### src/include/fcp_pkg.sv
// Constants, register map and types of the flash configuration and protection block
package fcp_pkg;

  // ==========================================================================
  // Register map (index on the register port)
  localparam logic [3:0] FCP_REG_TEST = 4'h2;
  localparam logic [3:0] FCP_REG_CFG  = 4'h3;
  localparam logic [3:0] FCP_REG_PROT = 4'h4;
  localparam logic [3:0] FCP_REG_STAT = 4'h5;

  // ==========================================================================
  // Field positions
  localparam int unsigned FCP_TEST_WRITE_ALL_BANKS   = 4;
  localparam int unsigned FCP_CFG_CMD_BUF_EMPTY_IRQ_EN    = 7;
  localparam int unsigned FCP_CFG_CMD_DONE_IRQ_EN     = 6;
  localparam int unsigned FCP_CFG_KEY      = 5;
  localparam int unsigned FCP_CFG_BANK     = 0;
  localparam int unsigned FCP_STAT_CBE     = 7;
  localparam int unsigned FCP_STAT_DONE    = 6;
  localparam int unsigned FCP_STAT_VIOL    = 5;

  // ==========================================================================
  // Reset and nonvolatile values
  localparam logic [7:0]  FCP_ZERO8        = 8'h00;
  localparam logic [7:0]  FCP_PROT_RESET   = 8'hFF;
  localparam logic [1:0]  FCP_BACKDOOR_KEY_ENABLE_ENABLE = 2'b10;
  localparam logic [1:0]  FCP_BACKDOOR_KEY_ENABLE_RESET  = 2'b01;
  localparam logic [15:0] FCP_NV_PROT_BLK0 = 16'hFF0D;
  localparam logic [15:0] FCP_NV_PROT_BLK1 = 16'hFF0C;

  // ==========================================================================
  // Range limits: high ranges end at the top, low ranges start at the base
  localparam logic [15:0] FCP_HI_BASE0 = 16'hF800;
  localparam logic [15:0] FCP_HI_BASE1 = 16'hF000;
  localparam logic [15:0] FCP_HI_BASE2 = 16'hE000;
  localparam logic [15:0] FCP_HI_BASE3 = 16'hC000;
  localparam logic [15:0] FCP_LO_BASE  = 16'h4000;
  localparam logic [15:0] FCP_LO_LAST0 = 16'h43FF;
  localparam logic [15:0] FCP_LO_LAST1 = 16'h47FF;
  localparam logic [15:0] FCP_LO_LAST2 = 16'h4FFF;
  localparam logic [15:0] FCP_LO_LAST3 = 16'h5FFF;

  // ==========================================================================
  // Allowed scenario transitions, one row per source scenario {open,hdis,ldis}
  localparam logic [63:0] FCP_SCN_ALLOWED = 64'hFF5A_3C18_080C_0A0F;

  // Protection register layout
  typedef struct packed {
    logic       open_sel;
    logic       reserved_nv_bit;
    logic       high_dis;
    logic [1:0] high_size;
    logic       low_dis;
    logic [1:0] low_size;
  } fcp_prot_t;

endpackage

### src/core/fcp_core.sv
// Configuration, test and sector protection registers of a two-block flash
`timescale 1ns/1ps
`default_nettype none

// What this block does
// - Test register reads zero, ignores writes normally
// - write_all_banks writable only in special mode
// - write_all_banks writes every bank, else selected
// - Config keeps four bits; others read zero
// - Key write enable writable only if keys enabled
// - Buffer empty interrupt follows flag and enable
// - Command done interrupt follows flag and enable
// - Key mode turns array writes into keys
// - bank_select picks block zero or one bank
// - Protection bits writable except read-only bit six
// - Protection bytes loaded from nonvolatile at reset
// - Protected program or erase refused, violation set
// - Mass erase refused if anything protected
// - protect_open_select sets protect versus unprotect meaning
// - high_range_disable enables high area when zero
// - high_range_size writable only while high disabled
// - low_range_disable enables low area when zero
// - low_range_size writable only while low disabled
// - Both disabled: none or full block protection
// - Only key encoding 10 enables backdoor
// - Invalid scenario transitions ignored, register unchanged
// - High sizes 2 to 16 Kbytes below 0xFFFF
// - Low sizes 1 to 8 Kbytes from 0x4000
module fcp_core
  import fcp_pkg::*;
(
  // Clock, reset, enable
  input  wire logic        clk_in,
  input  wire logic        rst_in,
  input  wire logic        ce_in,
  // Register port
  input  wire logic [3:0]  addr_in,
  input  wire logic [7:0]  wdata_in,
  input  wire logic        wr_in,
  input  wire logic        rd_in,
  output logic      [7:0]  rdata_out,
  // Chip mode pin
  input  wire logic        special_mode_in,
  // Nonvolatile load at end of reset sequence
  input  wire logic        nv_load_in,
  input  wire logic [7:0]  nv_prot_blk0_in,
  input  wire logic [7:0]  nv_prot_blk1_in,
  input  wire logic [1:0]  nv_backdoor_key_enable_in,
  // Command status flags
  input  wire logic        cmd_buf_empty_flag_in,
  input  wire logic        cmd_done_flag_in,
  output logic             cbe_irq_out,
  output logic             done_irq_out,
  // Program and erase check
  input  wire logic        cmd_valid_in,
  input  wire logic        cmd_mass_in,
  input  wire logic        cmd_block_in,
  input  wire logic [15:0] cmd_addr_in,
  output logic             cmd_grant_out,
  output logic             cmd_refuse_out,
  // Flash array accesses
  input  wire logic        array_wr_in,
  input  wire logic        array_rd_in,
  output logic             array_cmd_start_out,
  output logic             array_key_out,
  output logic             array_rd_invalid_out
);

  // ==========================================================================
  // State
  logic            mode_meta;
  logic            special_q;
  logic            write_all_banks;
  logic            cmd_buf_empty_irq_en;
  logic            cmd_done_irq_en;
  logic            backdoor_key_write_en;
  logic            bank_select;
  logic [1:0]      backdoor_key_enable;
  fcp_prot_t       sector_protection [2];
  logic [1:0]      protect_violation_flag;
  logic            cmd_blk_q;

  logic            wr_test;
  logic            wr_cfg;
  logic            wr_prot;
  logic            wr_stat;
  logic [1:0]      bank_hit;
  logic [1:0]      prot_take;
  fcp_prot_t       next_prot [2];
  fcp_prot_t       prot_sel;
  fcp_prot_t       prot_cmd;
  logic            key_ok;
  logic            in_high;
  logic            in_low;
  logic            addr_prot;
  logic            any_prot;
  logic            refuse;

  assign wr_test = wr_in && (addr_in == FCP_REG_TEST);
  assign wr_cfg  = wr_in && (addr_in == FCP_REG_CFG);
  assign wr_prot = wr_in && (addr_in == FCP_REG_PROT);
  assign wr_stat = wr_in && (addr_in == FCP_REG_STAT);
  assign key_ok  = (backdoor_key_enable == FCP_BACKDOOR_KEY_ENABLE_ENABLE);

  // ==========================================================================
  // Mode pin synchroniser
  always_ff @(posedge clk_in) begin
    if (rst_in) begin
      mode_meta <= 1'b0;
      special_q <= 1'b0;
    end else if (ce_in) begin
      mode_meta <= special_mode_in;
      special_q <= mode_meta;
    end
  end

  // ==========================================================================
  // Test register: only write_all_banks exists, and only in special mode
  always_ff @(posedge clk_in) begin
    if (rst_in) begin
      write_all_banks <= 1'b0;
    end else if (ce_in) begin
      if (!special_q) begin
        write_all_banks <= 1'b0;
      end else if (wr_test) begin
        write_all_banks <= wdata_in[FCP_TEST_WRITE_ALL_BANKS];
      end
    end
  end

  // ==========================================================================
  // Configuration register
  always_ff @(posedge clk_in) begin
    if (rst_in) begin
      cmd_buf_empty_irq_en  <= 1'b0;
      cmd_done_irq_en       <= 1'b0;
      backdoor_key_write_en <= 1'b0;
      bank_select           <= 1'b0;
    end else if (ce_in && wr_cfg) begin
      cmd_buf_empty_irq_en <= wdata_in[FCP_CFG_CMD_BUF_EMPTY_IRQ_EN];
      cmd_done_irq_en      <= wdata_in[FCP_CFG_CMD_DONE_IRQ_EN];
      bank_select          <= wdata_in[FCP_CFG_BANK];
      if (key_ok) begin
        backdoor_key_write_en <= wdata_in[FCP_CFG_KEY];
      end
    end
  end

  // ==========================================================================
  // Banked protection registers
  // A bank takes a write if it is selected or if all banks are written
  assign bank_hit[0] = write_all_banks || !bank_select;
  assign bank_hit[1] = write_all_banks || bank_select;

  // Sizes move only while their range is disabled; bit six never moves
  always_comb begin
    for (int b = 0; b < 2; b++) begin
      next_prot[b]                 = fcp_prot_t'(wdata_in);
      next_prot[b].reserved_nv_bit = sector_protection[b].reserved_nv_bit;
      if (!sector_protection[b].high_dis) begin
        next_prot[b].high_size = sector_protection[b].high_size;
      end
      if (!sector_protection[b].low_dis) begin
        next_prot[b].low_size = sector_protection[b].low_size;
      end
      // Scenario code is {open, high disable, low disable}
      prot_take[b] = FCP_SCN_ALLOWED[{
        sector_protection[b].open_sel, sector_protection[b].high_dis,
        sector_protection[b].low_dis, next_prot[b].open_sel,
        next_prot[b].high_dis, next_prot[b].low_dis}];
    end
  end

  // Key enable is held here since the security register is kept elsewhere
  always_ff @(posedge clk_in) begin
    if (rst_in) begin
      backdoor_key_enable <= FCP_BACKDOOR_KEY_ENABLE_RESET;
    end else if (ce_in && nv_load_in) begin
      backdoor_key_enable <= nv_backdoor_key_enable_in;
    end
  end

  always_ff @(posedge clk_in) begin
    if (rst_in) begin
      sector_protection[0] <= fcp_prot_t'(FCP_PROT_RESET);
      sector_protection[1] <= fcp_prot_t'(FCP_PROT_RESET);
    end else if (ce_in) begin
      if (nv_load_in) begin
        sector_protection[0] <= fcp_prot_t'(nv_prot_blk0_in);
        sector_protection[1] <= fcp_prot_t'(nv_prot_blk1_in);
      end else if (wr_prot) begin
        for (int b = 0; b < 2; b++) begin
          if (bank_hit[b] && prot_take[b]) begin
            sector_protection[b] <= next_prot[b];
          end
        end
      end
    end
  end

  // ==========================================================================
  // Address check against the addressed block's protection
  assign prot_cmd  = sector_protection[cmd_block_in];
  assign prot_sel  = sector_protection[bank_select];

  always_comb begin
    in_high = 1'b0;
    if (!prot_cmd.high_dis) begin
      case (prot_cmd.high_size)
        2'b00:   in_high = (cmd_addr_in >= FCP_HI_BASE0);
        2'b01:   in_high = (cmd_addr_in >= FCP_HI_BASE1);
        2'b10:   in_high = (cmd_addr_in >= FCP_HI_BASE2);
        default: in_high = (cmd_addr_in >= FCP_HI_BASE3);
      endcase
    end
    in_low = 1'b0;
    if (!prot_cmd.low_dis && (cmd_addr_in >= FCP_LO_BASE)) begin
      case (prot_cmd.low_size)
        2'b00:   in_low = (cmd_addr_in <= FCP_LO_LAST0);
        2'b01:   in_low = (cmd_addr_in <= FCP_LO_LAST1);
        2'b10:   in_low = (cmd_addr_in <= FCP_LO_LAST2);
        default: in_low = (cmd_addr_in <= FCP_LO_LAST3);
      endcase
    end
  end

  // Open mode protects the ranges, closed mode protects all but them
  assign addr_prot = prot_cmd.open_sel ? (in_high || in_low)
                                       : !(in_high || in_low);
  // Closed mode always leaves part of the block protected
  assign any_prot  = !prot_cmd.open_sel || !prot_cmd.high_dis
                     || !prot_cmd.low_dis;
  assign refuse    = cmd_mass_in ? any_prot : addr_prot;

  always_ff @(posedge clk_in) begin
    if (rst_in) begin
      cmd_grant_out  <= 1'b0;
      cmd_refuse_out <= 1'b0;
      cmd_blk_q      <= 1'b0;
    end else if (ce_in) begin
      cmd_grant_out  <= cmd_valid_in && !refuse;
      cmd_refuse_out <= cmd_valid_in && refuse;
      cmd_blk_q      <= cmd_block_in;
    end
  end

  // Violation flags: write one to clear, a new violation wins the clear
  always_ff @(posedge clk_in) begin
    if (rst_in) begin
      protect_violation_flag <= 2'b00;
    end else if (ce_in) begin
      for (int b = 0; b < 2; b++) begin
        if (cmd_valid_in && refuse && (cmd_block_in == b[0])) begin
          protect_violation_flag[b] <= 1'b1;
        end else if (wr_stat && bank_hit[b] && wdata_in[FCP_STAT_VIOL]) begin
          protect_violation_flag[b] <= 1'b0;
        end
      end
    end
  end

  // ==========================================================================
  // Interrupt requests and array access steering
  always_ff @(posedge clk_in) begin
    if (rst_in) begin
      cbe_irq_out  <= 1'b0;
      done_irq_out <= 1'b0;
    end else if (ce_in) begin
      cbe_irq_out  <= cmd_buf_empty_irq_en && cmd_buf_empty_flag_in;
      done_irq_out <= cmd_done_irq_en && cmd_done_flag_in;
    end
  end

  always_ff @(posedge clk_in) begin
    if (rst_in) begin
      array_cmd_start_out  <= 1'b0;
      array_key_out        <= 1'b0;
      array_rd_invalid_out <= 1'b0;
    end else if (ce_in) begin
      array_cmd_start_out  <= array_wr_in && !backdoor_key_write_en;
      array_key_out        <= array_wr_in && backdoor_key_write_en;
      array_rd_invalid_out <= array_rd_in && backdoor_key_write_en;
    end
  end

  // ==========================================================================
  // Read port; unmapped indexes read zero
  always_ff @(posedge clk_in) begin
    if (rst_in) begin
      rdata_out <= FCP_ZERO8;
    end else if (ce_in) begin
      rdata_out <= FCP_ZERO8;
      if (rd_in) begin
        if (addr_in == FCP_REG_TEST) begin
          rdata_out[FCP_TEST_WRITE_ALL_BANKS] <= write_all_banks;
        end else if (addr_in == FCP_REG_CFG) begin
          rdata_out[FCP_CFG_CMD_BUF_EMPTY_IRQ_EN] <= cmd_buf_empty_irq_en;
          rdata_out[FCP_CFG_CMD_DONE_IRQ_EN]  <= cmd_done_irq_en;
          rdata_out[FCP_CFG_KEY]   <= backdoor_key_write_en;
          rdata_out[FCP_CFG_BANK]  <= bank_select;
        end else if (addr_in == FCP_REG_PROT) begin
          rdata_out <= prot_sel;
        end else if (addr_in == FCP_REG_STAT) begin
          rdata_out[FCP_STAT_CBE]  <= cmd_buf_empty_flag_in;
          rdata_out[FCP_STAT_DONE] <= cmd_done_flag_in;
          rdata_out[FCP_STAT_VIOL] <= protect_violation_flag[bank_select];
        end
      end
    end
  end
endmodule

`default_nettype wire

### config.mk
export PLATFORM = sky130hd
export DESIGN_NAME = fcp_core
export DESIGN_NICKNAME = d
export VERILOG_FILES = /design/src/include/fcp_pkg.sv /design/src/core/fcp_core.sv
export SDC_FILE = /design/constraint.sdc
export NUM_CORES = 1
export LEC_CHECK = 0
export ABC_AREA = 1
export BUFFER_PORTS_ARGS = -buffer_cell sky130_fd_sc_hd__buf_2
export CAP_MARGIN = 20
export CORE_MARGIN = 5
export CORE_UTILIZATION = 51
export CTS_CLUSTER_DIAMETER = 120
export DETAILED_ROUTE_END_ITERATION = 8
export GPL_ROUTABILITY_DRIVEN = 0
export HOLD_SLACK_MARGIN = 0.06
export PLACE_DENSITY_LB_ADDON = 0.05
export REMOVE_ABC_BUFFERS = 1
export SLEW_MARGIN = 0
export SYNTH_ARGS = -nofsm -noshare
export SYNTH_HDL_FRONTEND = slang
export SYNTH_SLANG_ARGS = --single-unit
export TNS_END_PERCENT = 10
### constraint.sdc
create_clock -name clk_in -period 2.3 [get_ports clk_in]
set_input_delay 0.46 -clock clk_in [delete_from_list [all_inputs] [get_ports clk_in]]
set_output_delay 0.46 -clock clk_in [all_outputs]
set_load 0.005 [all_outputs]
==> results.ini <==
[logic_synthesis]
yosysTopAreaCellShare_pct = 22.3
synthTopCellsByArea = dfxtp_1 22%, edfxtp_1 20%, nand2_1 12%
synthesis.area_mm2 = 0.00242
muxShareOfSynthArea_pct = 0
synthXorXnorAreaFrac_pct = 0
synth_cells = 330
synth_fa_ha_area_share_pct = 1.03
synth_top_family_by_area = simple AND/OR/NAND/NOR gates
synth_compound_area_share_pct = 22.1
ys.warnings.count = 0
synth_seq_area_share_pct = 42.1
async_flop_share_pct = 0
synthSimpleGateAreaFrac_pct = 27.1
synth-edff-count = 16
ys_ff_latch = 43
yosys.area.top_type = dfxtp_1
synth_ff_type = dfxtp_1
synth.most_common_cell = nand2_1
synthDistinctLibCells = 37
synth_common_cells = 77 x nand2_1, 42 x a21oi_1, 32 x inv_1, 30 x nor2_1, 27 x dfxtp_1
syn_area_per_cell_um2 = 7.35

[die]
die_height_um = 79.0
io_pins = 75
start_util_pct = 52.0
core_mm2 = 0.00466
placementRows = 25
dieArea_mm2 = 0.00623
die_w_um = 79.0

[sta]
fin_skew_ns = 0.00841
slew_violations = 0
fmax_ghz = 0.532
period_needed_ns = 1.88
post-route-period-util_pct = 81.7
worstMarginPinSlew_ns = 0.494
rsz0062_at_grt = no
setup_viol = 0
max_slew_margin_pct = 66.8
tns_ns = 0
hold_viol_final = 0

[finish]
fin_nets = 462
synthToLayoutAreaGrowth_pct = 20.3
fill_cells = 460
antenna-diode-count = 0
final_cells = 455
post-route-util_pct = 62.6
layout-drive-gt1-share_pct = 24.9

[place]
placedCellCount = 447
port_buffers = 64
hpwl_um = 4750

[power_and_ir_drop]
p_per_area_mw_per_mm2 = 524
peakVddDrop_v = 0.000359
intPower_mw = 1.12
p_clk_share_pct = 31.3
p_comb_share_pct = 14.3
seq_power_share_pct = 54.4
leakagePower_nw = 1.29
switching_power_mw = 0.414
swShare_pct = 27.1

[detailed_routing]
vias = 2426
drt-total-wl_um = 6060
via_per_inst = 5.33
drc = 0
wl_per_cell_um = 13.3
firstDrtPassIters = 4
postRouteAntennaNets = 0
first_iter_violations = 173

[worst_setup_path]
reg2reg_to = sector_protection[0][2]
path_max_fanout = 9
crit_required_ns = 2.35
start_kind = register
path_class = register to register
end_kind = register
worstReg2RegStart = sector_protection[1][2]
r2r_setup_slack_ns = 0.42
cp.arrival_ns = 1.92
worst-r2r-cell-count = 9

[clocking]
clk_latency_ns = 0.30
cts_sinks = 43
clkTransAtPathRegs_ns = 0.08
cts_root_buffer = clkbuf_8
numCtsBuffers = 5
h-tree-depth = 2
cts_resized = 0
cts_buffer_depth = 2
tritoncts = done
hold_buffers = 0
post_cts_buffers = 0

[global_routing]
grt_first_pass_wirelength_um = 10000
grt_overflow = 0
track_usage_pct = 20.4
grt_max_degree = 27
grt_pass1_vias = 2237
antenna_found_initial = 0

[worst_hold_path]
holdPathEnd = backdoor_key_enable[1]
hold_depth = 3
hold_class = primary input to register
min_from = nv_backdoor_key_enable_in[1]

[run]
maxCapViolations = 0

[run_status]
status = finished, final reports clean

metrics by stage:
stage          instance area, µm²  setup slack (ns)  hold WS, ns  total power [mW]
2_1_floorplan                2370             0.278        0.435             0.957
3_3_place_gp                 2830             0.170        0.450              1.06
3_5_place_dp                 2830             0.143        0.453              1.07
4_1_cts                      2920             0.413        0.366              1.54
5_1_grt                      2920             0.224        0.379              1.61
6_report                     2920             0.422        0.370              1.53
how the worst max path moves through the flow:
stage	cells after the start	startpoint	endpoint	slack, ns
6_report	9	sector_protection[1][2]	sector_protection[0][2]	0.42
5_1_grt	10	sector_protection[0][2]	sector_protection[0][1]	0.22
4_1_cts	9	sector_protection[1][2]	sector_protection[0][2]	0.41
3_5_place_dp	13	wdata_in[7]	sector_protection[0][2]	0.14
3_3_place_gp	12	wdata_in[7]	sector_protection[0][0]	0.17
2_1_floorplan	9	wdata_in[7]	sector_protection[0][3]	0.28
logic make-up (layout without fill, tap and decap cells):
| kind of cell | count (synthesis) | in the layout |
|---|---|---|
| flip-flops | 43 | 43 |
| buffers and inverters | 46 | 117 |
| AND/OR/NAND/NOR | 146 | 146 |
| adder cells (fa/ha/maj) | 2 | 2 |
| AO/OA/AOI/OAI | 93 | 93 |
critical path: stages, from the launching register on:
cell      delay [ns]
edfxtp_1        0.51
inv_1           0.16
a21oi_1         0.07
o21ai_0         0.07
a21oi_1         0.10
nor4_2          0.19
nand2_1         0.11
nand2_2         0.15
buf_4           0.19
o21ai_0         0.09
area by class of cell:
type	instances	area [µm²]	share of cell area [%]
Inverter	35	131	4.50
Clock inverter	2	11.3	0.386
Sequential cell	43	1020	35.0
Tap cell	54	67.6	2.32
Clock buffer	6	72.6	2.49
Multi-Input combinational cell	241	1220	41.7
Timing Repair Buffer	74	395	13.6
state kept, by name, summed over array words and instances, names as in the netlist, 2 cells and up, named ones only:
signal	flops
backdoor_key_enable	2
protect_violation_flag	2
rdata_out	8
sector_protection	16
placed cells by master (no fill, tap or decap), types with 2 or more instances in the layout:
cell / netlist / layout
a211oi_1: 3 / 3
a21oi_1: 42 / 42
buf_2: 2 / 64
buf_4: 1 / 10
clkbuf_8: 0 / 5
dfxtp_1: 27 / 27
edfxtp_1: 16 / 16
ha_1: 2 / 2
inv_1: 32 / 32
inv_2: 2 / 2
nand2_1: 77 / 77
nand2_2: 3 / 3
nand3_1: 19 / 19
nand4_1: 3 / 3
nor2_1: 30 / 30
nor2_2: 2 / 2
nor3_1: 3 / 3
o2111ai_1: 3 / 3
o211ai_1: 4 / 4
o21ai_0: 24 / 24
o21ai_1: 4 / 4
o21ai_2: 4 / 4
o31ai_1: 2 / 2
o41ai_1: 2 / 2
or2_2: 4 / 4
routing by layer:
| layer | vias to the layer above | global-route usage [%] | part of all wire, % |
|---|---|---|---|
| li1 | 1259 | - | - |
| met1 | 1097 | 27.3 | 47 |
| met2 | 64 | 32.0 | 46 |
| met3 | 6 | 4.99 | 5.8 |
| met4 | 0 | 7.56 | 1.5 |
| met5 | - | 0 | 0 |
power by group through the flow:
stage / Sequential [mW] / Clock, mW / Combinational [mW]
4_1_cts: 0.830 / 0.492 / 0.220
2_1_floorplan: 0.843 / 0 / 0.114
6_report: 0.831 / 0.479 / 0.219
3_3_place_gp: 0.848 / 0 / 0.215
3_5_place_dp: 0.848 / 0 / 0.219
5_1_grt: 0.834 / 0.523 / 0.249
Power figures use the tool's default switching activity.
